### src/design/rrsd_params.svh
/*
  holds: opcode, field and clock-count constants for the return/rotate/shift decoder.
  assumes: included by bare name; definitions only.
*/
`ifndef RRSD_PARAMS_SVH
`define RRSD_PARAMS_SVH

`define RRSD_OP_RET_NEAR 8'hC3
`define RRSD_OP_RET_NEAR_IMM 8'hC2
`define RRSD_OP_RET_FAR_IMM 8'hCA
`define RRSD_OP_RET_FAR 8'hCB
`define RRSD_OP_FLAGS_AH 8'h9E
`define RRSD_OP_ESCAPE 8'h0F
`define RRSD_OP2_RESTORE_SEG 8'h79
`define RRSD_OP2_RESTORE_LDT 8'h78
`define RRSD_OP2_RESTORE_TASK 8'h7D
`define RRSD_OP2_LEAVE_SMM 8'hAA
`define RRSD_SHIFT_HI_ONE_CNT 4'hD
`define RRSD_SHIFT_HI_IMM 4'hC
`define RRSD_SHIFT_LO_ONE_IMM 3'h0
`define RRSD_SHIFT_LO_CNT 3'h1
`define RRSD_REG_ROL 3'h0
`define RRSD_REG_ROR 3'h1
`define RRSD_REG_SAL 3'h4
`define RRSD_REG_SAR 3'h7
`define RRSD_FLAG_KEEP_MASK 8'h2A

`define RRSD_CLK_RET_NEAR_REAL 7'h0A
`define RRSD_CLK_RET_IMM_REAL 7'h0D
`define RRSD_CLK_RET_PROT 7'h1A
`define RRSD_CLK_RET_FAR_IMM_MISS 7'h1B
`define RRSD_CLK_RET_PRIV_MISS 7'h48
`define RRSD_CLK_RET_PRIV_HIT 7'h3C
`define RRSD_CLK_SH_REG 7'h02
`define RRSD_CLK_SH_MEM 7'h04
`define RRSD_CLK_SH_CNT_REG 7'h03
`define RRSD_CLK_SH_CNT_MEM 7'h05
`define RRSD_CLK_SH_MISS 7'h06
`define RRSD_CLK_SH_CNT_MISS 7'h07
`define RRSD_CLK_RESTORE 7'h0E
`define RRSD_CLK_LEAVE_SMM 7'h4C
`define RRSD_CLK_FLAGS_AH 7'h02
`endif

### src/design/rrsd_pkg.sv
/*
  holds: types shared by the decoder.
  assumes: nothing.
*/
package rrsd_pkg;
  typedef enum logic [3:0] {
    RRSD_OP_NONE = 4'h0,
    RRSD_OP_RETURN = 4'h1,
    RRSD_OP_ROL = 4'h2,
    RRSD_OP_ROR = 4'h3,
    RRSD_OP_SAL = 4'h4,
    RRSD_OP_SAR = 4'h5,
    RRSD_OP_RST_SEG = 4'h6,
    RRSD_OP_RST_LDT = 4'h7,
    RRSD_OP_RST_TASK = 4'h8,
    RRSD_OP_LEAVE_SMM = 4'h9,
    RRSD_OP_FLAGS_AH = 4'hA
  } rrsd_op_t;
  typedef enum logic [1:0] {
    RRSD_CNT_NONE = 2'h0,
    RRSD_CNT_ONE = 2'h1,
    RRSD_CNT_REG = 2'h2,
    RRSD_CNT_IMM = 2'h3
  } rrsd_cnt_t;
endpackage : rrsd_pkg

### src/design/rrsd_busy_counter.sv
/*
  holds: down counter that holds the decoder busy for one cycle fewer than an instruction's clock count.
  assumes: load only when idle.
*/
`timescale 1ns/100ps
`default_nettype none
`include "rrsd_params.svh"
module rrsd_busy_counter (
  // clock and reset
  input wire logic clk,
  input wire logic rst_n,
  // load
  input wire logic load,
  input wire logic [6:0] count,
  // state
  output logic busy,
  output logic done
);
  logic [6:0] cnt_reg;
  logic [6:0] cnt_next;
  always_comb begin
    cnt_next = cnt_reg;
    if (load) begin
      cnt_next = count - 7'h01;
    end else if (cnt_reg != 7'h00) begin
      cnt_next = cnt_reg - 7'h01;
    end
  end
  always_ff @(posedge clk) begin
    if (!rst_n) begin
      cnt_reg <= 7'h00;
    end else begin
      cnt_reg <= cnt_next;
    end
  end
  assign busy = (cnt_reg != 7'h00);
  // done marks the last cycle of an instruction longer than one clock
  assign done = (cnt_reg == 7'h01);
endmodule : rrsd_busy_counter
`default_nettype wire

### src/design/rrsd_decoder.sv
/*
  holds: decoder and clock-count timing for returns, rotates/shifts, restores,
  leave-management-mode and flag load from accumulator high byte.
  assumes: fetch unit presents whole instructions (opcode, second byte, modrm, imm16)
  with a valid strobe synchronous to CLK, and holds them while BUSY is high.
*/
`timescale 1ns/100ps
`default_nettype none
`include "rrsd_params.svh"
module rrsd_decoder (
  // clock and reset
  input wire logic CLK,
  input wire logic RST_N,
  // instruction from fetch
  input wire logic INSN_VALID,
  input wire logic [7:0] INSN_OP,
  input wire logic [7:0] INSN_OP2,
  input wire logic [7:0] INSN_MODRM,
  input wire logic [15:0] INSN_IMM16,
  // machine state
  input wire logic PROT_MODE,
  input wire logic CACHE_MISS,
  input wire logic PRIV_CHANGE,
  input wire logic SMM_ACTIVE,
  input wire logic [7:0] ACC_HIGH_BYTE,
  input wire logic [7:0] FLAGS_IN,
  input wire logic [31:0] STACK_PTR_IN,
  // decode results
  output logic INSN_READY,
  output var rrsd_pkg::rrsd_op_t OP_CLASS,
  output var rrsd_pkg::rrsd_cnt_t COUNT_SRC,
  output logic MEM_OPERAND,
  output logic [2:0] SEG_SELECT,
  output logic ILLEGAL,
  output logic BUSY,
  output logic DONE,
  output logic [6:0] CLOCKS,
  // state updates
  output logic FLAGS_WE,
  output logic [7:0] FLAGS_OUT,
  output logic SP_ADJ_WE,
  output logic [31:0] STACK_PTR_OUT,
  output logic SMM_EXIT
);
  rrsd_pkg::rrsd_op_t op_reg, op_next;
  rrsd_pkg::rrsd_cnt_t cnt_src_reg, cnt_src_next;
  logic mem_reg, mem_next;
  logic [2:0] seg_reg, seg_next;
  logic ill_reg, ill_next;
  logic [6:0] clk_reg, clk_next;
  logic fwe_reg, fwe_next;
  logic [7:0] flags_reg, flags_next;
  logic spwe_reg, spwe_next;
  logic [31:0] sp_reg, sp_next;
  logic smx_reg, smx_next;
  logic take;
  logic busy_w;
  logic done_w;

  // shift timing shared by all four shift operations
  function automatic logic [6:0] shift_clocks(input logic by_cnt, input logic mem,
                                             input logic miss);
    if (mem && miss) begin
      shift_clocks = by_cnt ? `RRSD_CLK_SH_CNT_MISS : `RRSD_CLK_SH_MISS;
    end else if (by_cnt) begin
      shift_clocks = mem ? `RRSD_CLK_SH_CNT_MEM : `RRSD_CLK_SH_CNT_REG;
    end else begin
      shift_clocks = mem ? `RRSD_CLK_SH_MEM : `RRSD_CLK_SH_REG;
    end
  endfunction : shift_clocks

  assign INSN_READY = !busy_w;
  assign take = INSN_VALID && !busy_w;

  always_comb begin
    op_next = op_reg;
    cnt_src_next = cnt_src_reg;
    mem_next = mem_reg;
    seg_next = seg_reg;
    ill_next = ill_reg;
    clk_next = clk_reg;
    fwe_next = 1'b0;
    flags_next = flags_reg;
    spwe_next = 1'b0;
    sp_next = sp_reg;
    smx_next = 1'b0;
    if (take) begin
      op_next = rrsd_pkg::RRSD_OP_NONE;
      cnt_src_next = rrsd_pkg::RRSD_CNT_NONE;
      mem_next = (INSN_MODRM[7:6] != 2'h3);
      seg_next = 3'h0;
      ill_next = 1'b0;
      clk_next = 7'h01;
      if (INSN_OP == `RRSD_OP_RET_NEAR) begin
        op_next = rrsd_pkg::RRSD_OP_RETURN;
        clk_next = PROT_MODE ? `RRSD_CLK_RET_PROT : `RRSD_CLK_RET_NEAR_REAL;
      end else if (INSN_OP == `RRSD_OP_RET_NEAR_IMM) begin
        op_next = rrsd_pkg::RRSD_OP_RETURN;
        clk_next = PROT_MODE ? `RRSD_CLK_RET_PROT : `RRSD_CLK_RET_IMM_REAL;
        spwe_next = 1'b1;
        sp_next = STACK_PTR_IN + {16'h0000, INSN_IMM16};
      end else if (INSN_OP == `RRSD_OP_RET_FAR_IMM || INSN_OP == `RRSD_OP_RET_FAR) begin
        op_next = rrsd_pkg::RRSD_OP_RETURN;
        if (PROT_MODE && PRIV_CHANGE) begin
          clk_next = CACHE_MISS ? `RRSD_CLK_RET_PRIV_MISS : `RRSD_CLK_RET_PRIV_HIT;
        end else if (PROT_MODE) begin
          clk_next = CACHE_MISS ? `RRSD_CLK_RET_FAR_IMM_MISS : `RRSD_CLK_RET_PROT;
        end else begin
          clk_next = `RRSD_CLK_RET_IMM_REAL;
        end
        if (INSN_OP == `RRSD_OP_RET_FAR_IMM) begin
          spwe_next = 1'b1;
          sp_next = STACK_PTR_IN + {16'h0000, INSN_IMM16};
        end
      end else if (INSN_OP == `RRSD_OP_FLAGS_AH) begin
        op_next = rrsd_pkg::RRSD_OP_FLAGS_AH;
        clk_next = `RRSD_CLK_FLAGS_AH;
        fwe_next = 1'b1;
        flags_next = (FLAGS_IN & `RRSD_FLAG_KEEP_MASK)
                     | (ACC_HIGH_BYTE & ~`RRSD_FLAG_KEEP_MASK);
      end else if ((INSN_OP[7:4] == `RRSD_SHIFT_HI_ONE_CNT
                    && (INSN_OP[3:1] == `RRSD_SHIFT_LO_ONE_IMM
                        || INSN_OP[3:1] == `RRSD_SHIFT_LO_CNT))
                   || (INSN_OP[7:4] == `RRSD_SHIFT_HI_IMM
                       && INSN_OP[3:1] == `RRSD_SHIFT_LO_ONE_IMM)) begin
        if (INSN_OP[7:4] == `RRSD_SHIFT_HI_IMM) begin
          cnt_src_next = rrsd_pkg::RRSD_CNT_IMM;
        end else if (INSN_OP[3:1] == `RRSD_SHIFT_LO_CNT) begin
          cnt_src_next = rrsd_pkg::RRSD_CNT_REG;
        end else begin
          cnt_src_next = rrsd_pkg::RRSD_CNT_ONE;
        end
        clk_next = shift_clocks(INSN_OP[7:4] == `RRSD_SHIFT_HI_ONE_CNT
                                && INSN_OP[3:1] == `RRSD_SHIFT_LO_CNT,
                                INSN_MODRM[7:6] != 2'h3, CACHE_MISS);
        unique case (INSN_MODRM[5:3])
          `RRSD_REG_ROL: op_next = rrsd_pkg::RRSD_OP_ROL;
          `RRSD_REG_ROR: op_next = rrsd_pkg::RRSD_OP_ROR;
          `RRSD_REG_SAL: op_next = rrsd_pkg::RRSD_OP_SAL;
          `RRSD_REG_SAR: op_next = rrsd_pkg::RRSD_OP_SAR;
          default: begin
            op_next = rrsd_pkg::RRSD_OP_NONE;
            cnt_src_next = rrsd_pkg::RRSD_CNT_NONE;
            clk_next = 7'h01;
          end
        endcase
      end else if (INSN_OP == `RRSD_OP_ESCAPE) begin
        if (INSN_OP2 == `RRSD_OP2_RESTORE_SEG) begin
          op_next = rrsd_pkg::RRSD_OP_RST_SEG;
          seg_next = INSN_MODRM[5:3];
          clk_next = `RRSD_CLK_RESTORE;
          ill_next = !SMM_ACTIVE;
        end else if (INSN_OP2 == `RRSD_OP2_RESTORE_LDT) begin
          op_next = rrsd_pkg::RRSD_OP_RST_LDT;
          clk_next = `RRSD_CLK_RESTORE;
        end else if (INSN_OP2 == `RRSD_OP2_RESTORE_TASK) begin
          op_next = rrsd_pkg::RRSD_OP_RST_TASK;
          clk_next = `RRSD_CLK_RESTORE;
        end else if (INSN_OP2 == `RRSD_OP2_LEAVE_SMM) begin
          op_next = rrsd_pkg::RRSD_OP_LEAVE_SMM;
          clk_next = `RRSD_CLK_LEAVE_SMM;
          smx_next = 1'b1;
        end
      end
      // an illegal restore takes one cycle so the fault is raised promptly
      if (ill_next) begin
        clk_next = 7'h01;
      end
    end
  end

  always_ff @(posedge CLK) begin
    if (!RST_N) begin
      op_reg <= rrsd_pkg::RRSD_OP_NONE;
      cnt_src_reg <= rrsd_pkg::RRSD_CNT_NONE;
      mem_reg <= 1'b0;
      seg_reg <= 3'h0;
      ill_reg <= 1'b0;
      clk_reg <= 7'h00;
      fwe_reg <= 1'b0;
      flags_reg <= 8'h00;
      spwe_reg <= 1'b0;
      sp_reg <= 32'h00000000;
      smx_reg <= 1'b0;
    end else begin
      op_reg <= op_next;
      cnt_src_reg <= cnt_src_next;
      mem_reg <= mem_next;
      seg_reg <= seg_next;
      ill_reg <= ill_next;
      clk_reg <= clk_next;
      fwe_reg <= fwe_next;
      flags_reg <= flags_next;
      spwe_reg <= spwe_next;
      sp_reg <= sp_next;
      smx_reg <= smx_next;
    end
  end

  rrsd_busy_counter u_busy (
    .clk(CLK),
    .rst_n(RST_N),
    .load(take),
    .count(clk_next),
    .busy(busy_w),
    .done(done_w)
  );

  assign OP_CLASS = op_reg;
  assign COUNT_SRC = cnt_src_reg;
  assign MEM_OPERAND = mem_reg;
  assign SEG_SELECT = seg_reg;
  assign ILLEGAL = ill_reg;
  assign CLOCKS = clk_reg;
  assign BUSY = busy_w;
  assign DONE = done_w;
  assign FLAGS_WE = fwe_reg;
  assign FLAGS_OUT = flags_reg;
  assign SP_ADJ_WE = spwe_reg;
  assign STACK_PTR_OUT = sp_reg;
  assign SMM_EXIT = smx_reg;

  AST_NEAR_RET_CLOCKS: assert property (@(posedge CLK) disable iff (!RST_N)
    take && INSN_OP == 8'hC3 |=> CLOCKS == ($past(PROT_MODE) ? 7'd26 : 7'd10))
    else $error("near return count wrong");
  AST_IMM_RET_SP: assert property (@(posedge CLK) disable iff (!RST_N)
    take && INSN_OP == 8'hC2 |=> SP_ADJ_WE && STACK_PTR_OUT ==
    $past(STACK_PTR_IN) + {16'h0000, $past(INSN_IMM16)}) else $error("stack adjust wrong");
  AST_FAR_MISS: assert property (@(posedge CLK) disable iff (!RST_N)
    take && INSN_OP == 8'hCA && PROT_MODE && !PRIV_CHANGE && CACHE_MISS
    |=> CLOCKS == 7'd27) else $error("far return miss count wrong");
  AST_PRIV_MISS: assert property (@(posedge CLK) disable iff (!RST_N)
    take && INSN_OP == 8'hCB && PROT_MODE && PRIV_CHANGE && CACHE_MISS
    |=> CLOCKS == 7'd72) else $error("privilege return count wrong");
  AST_ROL_REG: assert property (@(posedge CLK) disable iff (!RST_N)
    take && INSN_OP == 8'hD0 && INSN_MODRM[7:3] == 5'h18 |=> OP_CLASS == rrsd_pkg::RRSD_OP_ROL
    && CLOCKS == 7'd2 && BUSY && DONE ##1 !BUSY) else $error("rotate left decode wrong");
  AST_ROR_CNT_MISS: assert property (@(posedge CLK) disable iff (!RST_N)
    take && INSN_OP == 8'hD3 && INSN_MODRM[7:6] == 2'h0 && INSN_MODRM[5:3] == 3'h1
    && CACHE_MISS |=> CLOCKS == 7'd7) else $error("rotate right miss count wrong");
  AST_SAR_IMM: assert property (@(posedge CLK) disable iff (!RST_N)
    take && INSN_OP == 8'hC1 && INSN_MODRM[5:3] == 3'h7
    |=> COUNT_SRC == rrsd_pkg::RRSD_CNT_IMM && OP_CLASS == rrsd_pkg::RRSD_OP_SAR)
    else $error("immediate shift decode wrong");
  AST_RESTORE_SEG_SMM: assert property (@(posedge CLK) disable iff (!RST_N)
    take && INSN_OP == 8'h0F && INSN_OP2 == 8'h79 |=> ILLEGAL == !$past(SMM_ACTIVE))
    else $error("restore legality wrong");
  AST_LEAVE_SMM_BUSY: assert property (@(posedge CLK) disable iff (!RST_N)
    take && INSN_OP == 8'h0F && INSN_OP2 == 8'hAA |=> SMM_EXIT ##73 BUSY ##1 DONE ##1 !BUSY)
    else $error("leave management timing wrong");
  AST_FLAGS_KEEP: assert property (@(posedge CLK) disable iff (!RST_N)
    take && INSN_OP == 8'h9E |=> FLAGS_WE && FLAGS_OUT[5] == $past(FLAGS_IN[5])
    && FLAGS_OUT[7] == $past(ACC_HIGH_BYTE[7])) else $error("flag load wrong");
endmodule : rrsd_decoder
`default_nettype wire

### config.mk
export PLATFORM = sky130hd
export DESIGN_NAME = rrsd_decoder
export DESIGN_NICKNAME = d
export VERILOG_FILES = /design/src/design/rrsd_pkg.sv /design/src/design/rrsd_busy_counter.sv /design/src/design/rrsd_decoder.sv
export VERILOG_INCLUDE_DIRS = /design/src /design/src/design
export SDC_FILE = /design/constraint.sdc
export NUM_CORES = 1
export LEC_CHECK = 0
export ABC_AREA = 1
export BUFFER_PORTS_ARGS = -buffer_cell sky130_fd_sc_hd__clkbuf_2
export CORE_ASPECT_RATIO = 0.6
export CORE_MARGIN = 2
export CORE_UTILIZATION = 47
export CTS_BUF_LIST = sky130_fd_sc_hd__clkbuf_2
export DETAILED_ROUTE_END_ITERATION = 7
export PLACE_DENSITY = 0.76
export SLEW_MARGIN = 0
export SYNTH_ARGS = -nofsm -noshare
export SYNTH_HDL_FRONTEND = slang
export SYNTH_SLANG_ARGS = --single-unit
### constraint.sdc
create_clock -name CLK -period 3.8 [get_ports CLK]
set_clock_uncertainty 0.05 [all_clocks]
set_input_delay 0 -clock CLK [delete_from_list [all_inputs] [get_ports CLK]]
set_output_delay 0 -clock CLK [all_outputs]
set_load 0.03 [all_outputs]
After elaboration in Yosys (flattened, before gate mapping)

Index checks and enable logic that the tools add are counted.

Add/sub/neg operators: 3
Equal/unequal tests: 18
Mux-type cells: 68
Bitwise gates (word level): 7
Reductions and logical operators: 23

Operator list:

| operator                                                              | number |
|---|---|
| 7-bit 2-to-1 mux                                                      | 17 |
| 32-bit 2-to-1 mux                                                     | 3 |
| 8-bit equality test, second input constant                            | 6 |
| 4-bit 2-to-1 mux                                                      | 10 |
| 3-bit 2-to-1 mux                                                      | 11 |
| 32-bit by 16-bit adder with 32-bit output                             | 1 |
| 8-bit by 7-bit equality test with 1-bit output, second input constant | 3 |
| 2-bit 2-to-1 mux                                                      | 8 |
| 1-bit 2-to-1 mux                                                      | 15 |
| 5-bit 2-to-1 mux                                                      | 3 |
| 7-bit by 1-bit subtractor with 7-bit output, second input constant    | 2 |
| 3-bit case mux with 4 select lines                                    | 1 |
| 11-bit OR reduction                                                   | 1 |
| 4-bit equality test, second input constant                            | 2 |
| 8-bit by 4-bit equality test with 1-bit output, second input constant | 1 |
| 6-bit by 8-bit bitwise OR with 8-bit output                           | 1 |
| 7-bit by 1-bit equality test with 1-bit output, second input constant | 1 |
| 7-bit nonzero test                                                    | 1 |
| 3-bit by 1-bit equality test with 1-bit output, second input constant | 2 |
| 3-bit equality test, second input constant                            | 2 |
| 1-bit logical AND                                                     | 6 |
| 3-bit zero test                                                       | 2 |
| 1-bit inverter                                                        | 6 |
| 2-bit nonzero test                                                    | 3 |
| 8 further kinds                                                       | 11 |

Register bits: 68
Input bits: 95
Output and inout bits: 64
Word-level logic and storage cells: 131

Depth between registers and ports, before layout

Word-level depth: 15
Mapped depth: 18
Gate-level depth less buffers: 18

Modules after synthesis

From an unflattened synthesis, not the netlist that was laid out.

Cells, all modules: 868
Area, all modules: 5,243.8 um^2

Modules (own cells, without submodules):

| module            | instances | cells each | area an instance (um^2) | seq. area each (um^2) |
|---|---|---|---|---|
| rrsd_decoder      | 1         | 773        | 4,606.9                 | 1,221.2 |
| rrsd_busy_counter | 1         | 95         | 636.9                   | 140.1 |

Worst setup path before layout

No wires, ideal clock.

Path type: register -> register
From: register u_busy.cnt_reg[0]
To: register u_busy.cnt_reg[6]
Library setup time: 0.070 ns
Data arrival time: 2.194 ns
Required time: 3.680 ns
Slack: 1.485 ns
Cell stages (with the launch flop): 17
Buffers on the path: 1
Period minus slack after synthesis: 2.315 ns
Path through: dfxtp_1 > inv_1 > ha_1 > nand2_1 > nor2_4 > nand2_4 > nor2_8 > buf_2 > or2_2 > nand2_1 > ha_1 > inv_1 > nor3_1 > nand2_1 > nand2_1 > nand2_1 > a21oi_1

Cells in the longest elaborated chain, start to end: 6
Elaborated cells between the ends (all ways): 9
Those cells by class: add/sub (2); mux (3); reduce/logical (4)

RTL lines:

| element                                     | line                    | RTL |
|---|---|---|
| from (decl)                                 | rrsd_busy_counter.sv:19 | `logic [6:0] cnt_reg;` |
| from (signal assigned)                      | rrsd_busy_counter.sv:33 | `cnt_reg <= cnt_next;` |
| 7-bit nonzero test *                        | rrsd_busy_counter.sv:36 | `assign busy = (cnt_reg != 7'h00);` |
| net BUSY                                    | rrsd_decoder.sv:35      | `output logic BUSY,` |
| 1-bit zero test                             | rrsd_decoder.sv:73      | `assign take = INSN_VALID && !busy_w;` |
| 1-bit logical AND                           | rrsd_decoder.sv:73      |  |
| 7-bit 2-to-1 mux                            | rrsd_decoder.sv:87      | `if (take) begin` |
| 7-bit by 1-bit subtractor with 7-bit output | rrsd_busy_counter.sv:24 | `cnt_next = count - 7'h01;` |
| 7-bit 2-to-1 mux                            | rrsd_busy_counter.sv:23 | `if (load) begin` |

The timed path passes the listed nets; every way through them passes the cells marked *. The select of a mux whose other input is x is not followed.
A chain may end at the register's enable or synchronous reset.

Worst setup path after layout

From: register u_busy.cnt_reg[0]
To: register sp_reg[24], in the netlist STACK_PTR_OUT[24]

Cells in the longest elaborated chain, start to end: 4

RTL lines:

| element                              | line                    | RTL |
|---|---|---|
| 7-bit nonzero test                   | rrsd_busy_counter.sv:36 |  |
| 1-bit zero test                      | rrsd_decoder.sv:73      |  |
| 1-bit logical AND                    | rrsd_decoder.sv:73      |  |
| 4-bit AND reduction (no source line) | n/a                     |  |
| to (signal assigned)                 | rrsd_decoder.sv:195     | `sp_reg <= sp_next;` |
| to (decl)                            | rrsd_decoder.sv:54      | `logic [31:0] sp_reg, sp_next;` |

No other way between the ends.

==> impl_metrics.yaml <==
cts:
  cts_root_buffer: "clkbuf_2"
  cts.path.max_buffers: 2
  clock-sinks: 68
  cts_buffers: 9
  path_clk_slew_ns: 0.23
  clkLatencyLatePin_ns: 0.56
  h-tree-depth: 3
  cts_tree: "done"
layout:
  fin_nets: 1074
  fillers: 807
  syn_to_final_growth_pct: 47.3
  drive_gt1_share_pct: 22.8
  diodes: 0
  final_cells: 1094
  layout_common_cells: "clkbuf_2, nand2_1, dlygate4sd3_1"
  largest_register_ffs: 32
  mostFrequentLayoutCell: "clkbuf_2"
yosys:
  synth-seq-cells: 68
  synth_edf_count: 0
  yosysSeqAreaShare_pct: 29.7
  synth_flop_cell: "dfxtp_1"
  syn-cell-area_mm2: 0.00458
  synthCells: 694
  ys_warn_count: 0
  synth.distinct_cells: 51
  asyncSetResetFlopFracSynth_pct: 0
  synth_area_per_cell_um2: 6.60
  synth_fp_nets: 809
die:
  die-area_mm2: 0.0106
  dieHeight_um: 80.5
  initial_utilization_pct: 49.2
  die_w_um: 131
  rows: 27
  fp.coreArea_mm2: 0.00932
  io_pins: 159
critical_path:
  cp-start-kind: "flop"
  cp.arrival_ns: 3.82
  worstSetupPathType: "flop to flop"
  cp-end-kind: "flop"
  crit_slowest_cell: "dlygate4sd3_1"
  cp_cell_sequence: "inv_1 -> ha_1 -> nand2_1 -> nor2_4 -> nand2_4 -> nor2_8 -> nand2_2 -> nor2_4 -> buf_12 -> o21ai_0 -> a21oi_1 -> dlygate4sd3_1 -> nor2_1 -> dlygate4sd3_1"
  critPathMaxFanout: 32
  required_ns: 4.24
  cpPeakStageDelay_ns: 0.55
timing:
  slew_headroom_pct: 39.8
  fmax_ghz: 0.296
  worstMarginPinSlew_ns: 0.902
  timing.final.ws_setup_ns: 0.426
  finalHoldViolCount: 0
  finalSetupViolCount: 0
  maxSlewViolCount: 0
  post-route-period-util_pct: 88.8
  rsz0062_at_grt: "false"
  tns_ns: 0
  fin_crit_ns: 3.37
global_routing:
  grt_pass1_wl_um: 26900
  gr-total-overflow: 0
  antenna_found_initial: 0
  grt_max_degree: 47
  grt_use_total_pct: 31.8
  grt_pass1_vias: 5497
power_and_ir_drop:
  total_power_mw: 2.15
  peakVddDrop_mv: 0.184
  switching_share_pct: 41.3
  total_leakage_power_nw: 3.34
  intPower_mw: 1.26
  pwr-share-seq_pct: 37.0
  p_per_area_mw_per_mm2: 318
  clkPwrFrac_pct: 21.8
  switchingPower_uw: 887
  pwr-share-comb_pct: 41.2
worst_hold_path:
  hold_path.class: "input pin to flop"
detailed_routing:
  drc: 0
  drt_iter0_markers: 423
  routed_wl_um: 16300
  wl_per_cell_um: 14.9
  ant_nets: 0
  num_vias: 5760
  drt_pass1_iterations: 5
  route.detailed.vias_per_inst: 5.27
place:
  place_ws_ns: 1.03
  dp_hpwl_um: 11100
  gp_congestion: 0.945
  io_buffers: 147
  dpl.cell_count: 956
flow_run:
  maxCapViolations: 0
status:
  status: "finished, final reports clean"
per-stage QoR:
step | cell area, um2 | utilization [%] | hold slack, ns
2_1_floorplan | 4580 | - | 0.0508
3_3_place_gp | 5420 | 58.1 | 0.161
3_5_place_dp | 5420 | 58.1 | 0.168
4_1_cts | 6730 | 72.2 | 0.00153
5_1_grt | 6750 | 72.4 | 0.0361
6_report | 6750 | 72.4 | 0.0364
repair_timing:
item | CTS | global route
hold buffers | 119 | 0
setup endpoints to repair | 0 | 2
hold endpoints to repair | 62 | 0
buffers inserted | 0 | 2
resized for setup | 0 | 0
worst paths after layout:
path	start	to	slack [ns]	depth (start not counted)
max	u_busy.cnt_reg[0]	STACK_PTR_OUT[24]	0.43	14
min	INSN_OP[7]	COUNT_SRC[1]	0.04	5
max reg2reg	u_busy.cnt_reg[0]	STACK_PTR_OUT[24]	0.43	14
min reg2reg	FLAGS_OUT[6]	FLAGS_OUT[6]	0.43	2
synth_stat cells, drive strengths merged (5+ instances only):
cell    count  share of area [%]
a21oi      56                6.1
a31oi       5               0.68
buf         7                1.0
clkbuf      9               0.96
dfxtp      68                 30
ha         19                5.2
inv        94                7.8
nand2     148                 13
nand3      52                6.4
nand4      14                1.9
nor2       99                9.6
nor3       19                2.3
o211ai      9                1.5
o21ai      49                5.4
or2         5               0.68
xnor2       5               0.96
xor2       12                2.3
cell families after synthesis:
logic type,count (synthesis),share of synthesized area [%]
compound gates,135,16.5
xor+xnor,17,3.25
fa+ha+maj,20,5.62
buf+inv,112,9.99
flops,68,29.7
simple gates,342,34.9
power groups by stage:
stage | Sequential (mW) | Combinational, mW | Clock (mW)
after floorplan | 0.830 | 0.532 | 0
after global placement | 0.804 | 0.747 | 0
after detailed placement | 0.807 | 0.762 | 0
after CTS | 0.793 | 0.864 | 0.475
after global routing | 0.799 | 0.976 | 0.506
final | 0.794 | 0.884 | 0.467
cell type report:
cell class | count | area, um2 | area share (%)
Sequential cell | 68 | 1360 | 20.2
Clock inverter | 7 | 76.3 | 1.13
Clock buffer | 9 | 45.0 | 0.667
Multi-Input combinational cell | 515 | 2780 | 41.1
Inverter | 96 | 368 | 5.45
Timing Repair Buffer | 269 | 1960 | 29.1
Tap cell | 130 | 163 | 2.41
critical path: cells and delay by family, from the launching register on:
kind	cells	cell delay (ns)
AOI/OAI and AO/OA	2	0.23
adders and majority gates	1	0.20
DFF	1	0.36
and+or+nand+nor	7	1.07
buffers and inverters	4	1.41
layer usage:
layer / global-route usage, % / part of all wire [%]
met4: 7.39 / 0.95
met5: 0 / 0
met1: 43.2 / 47
met2: 50.3 / 42
met3: 8.71 / 10
Power figures use the tool's default switching activity.
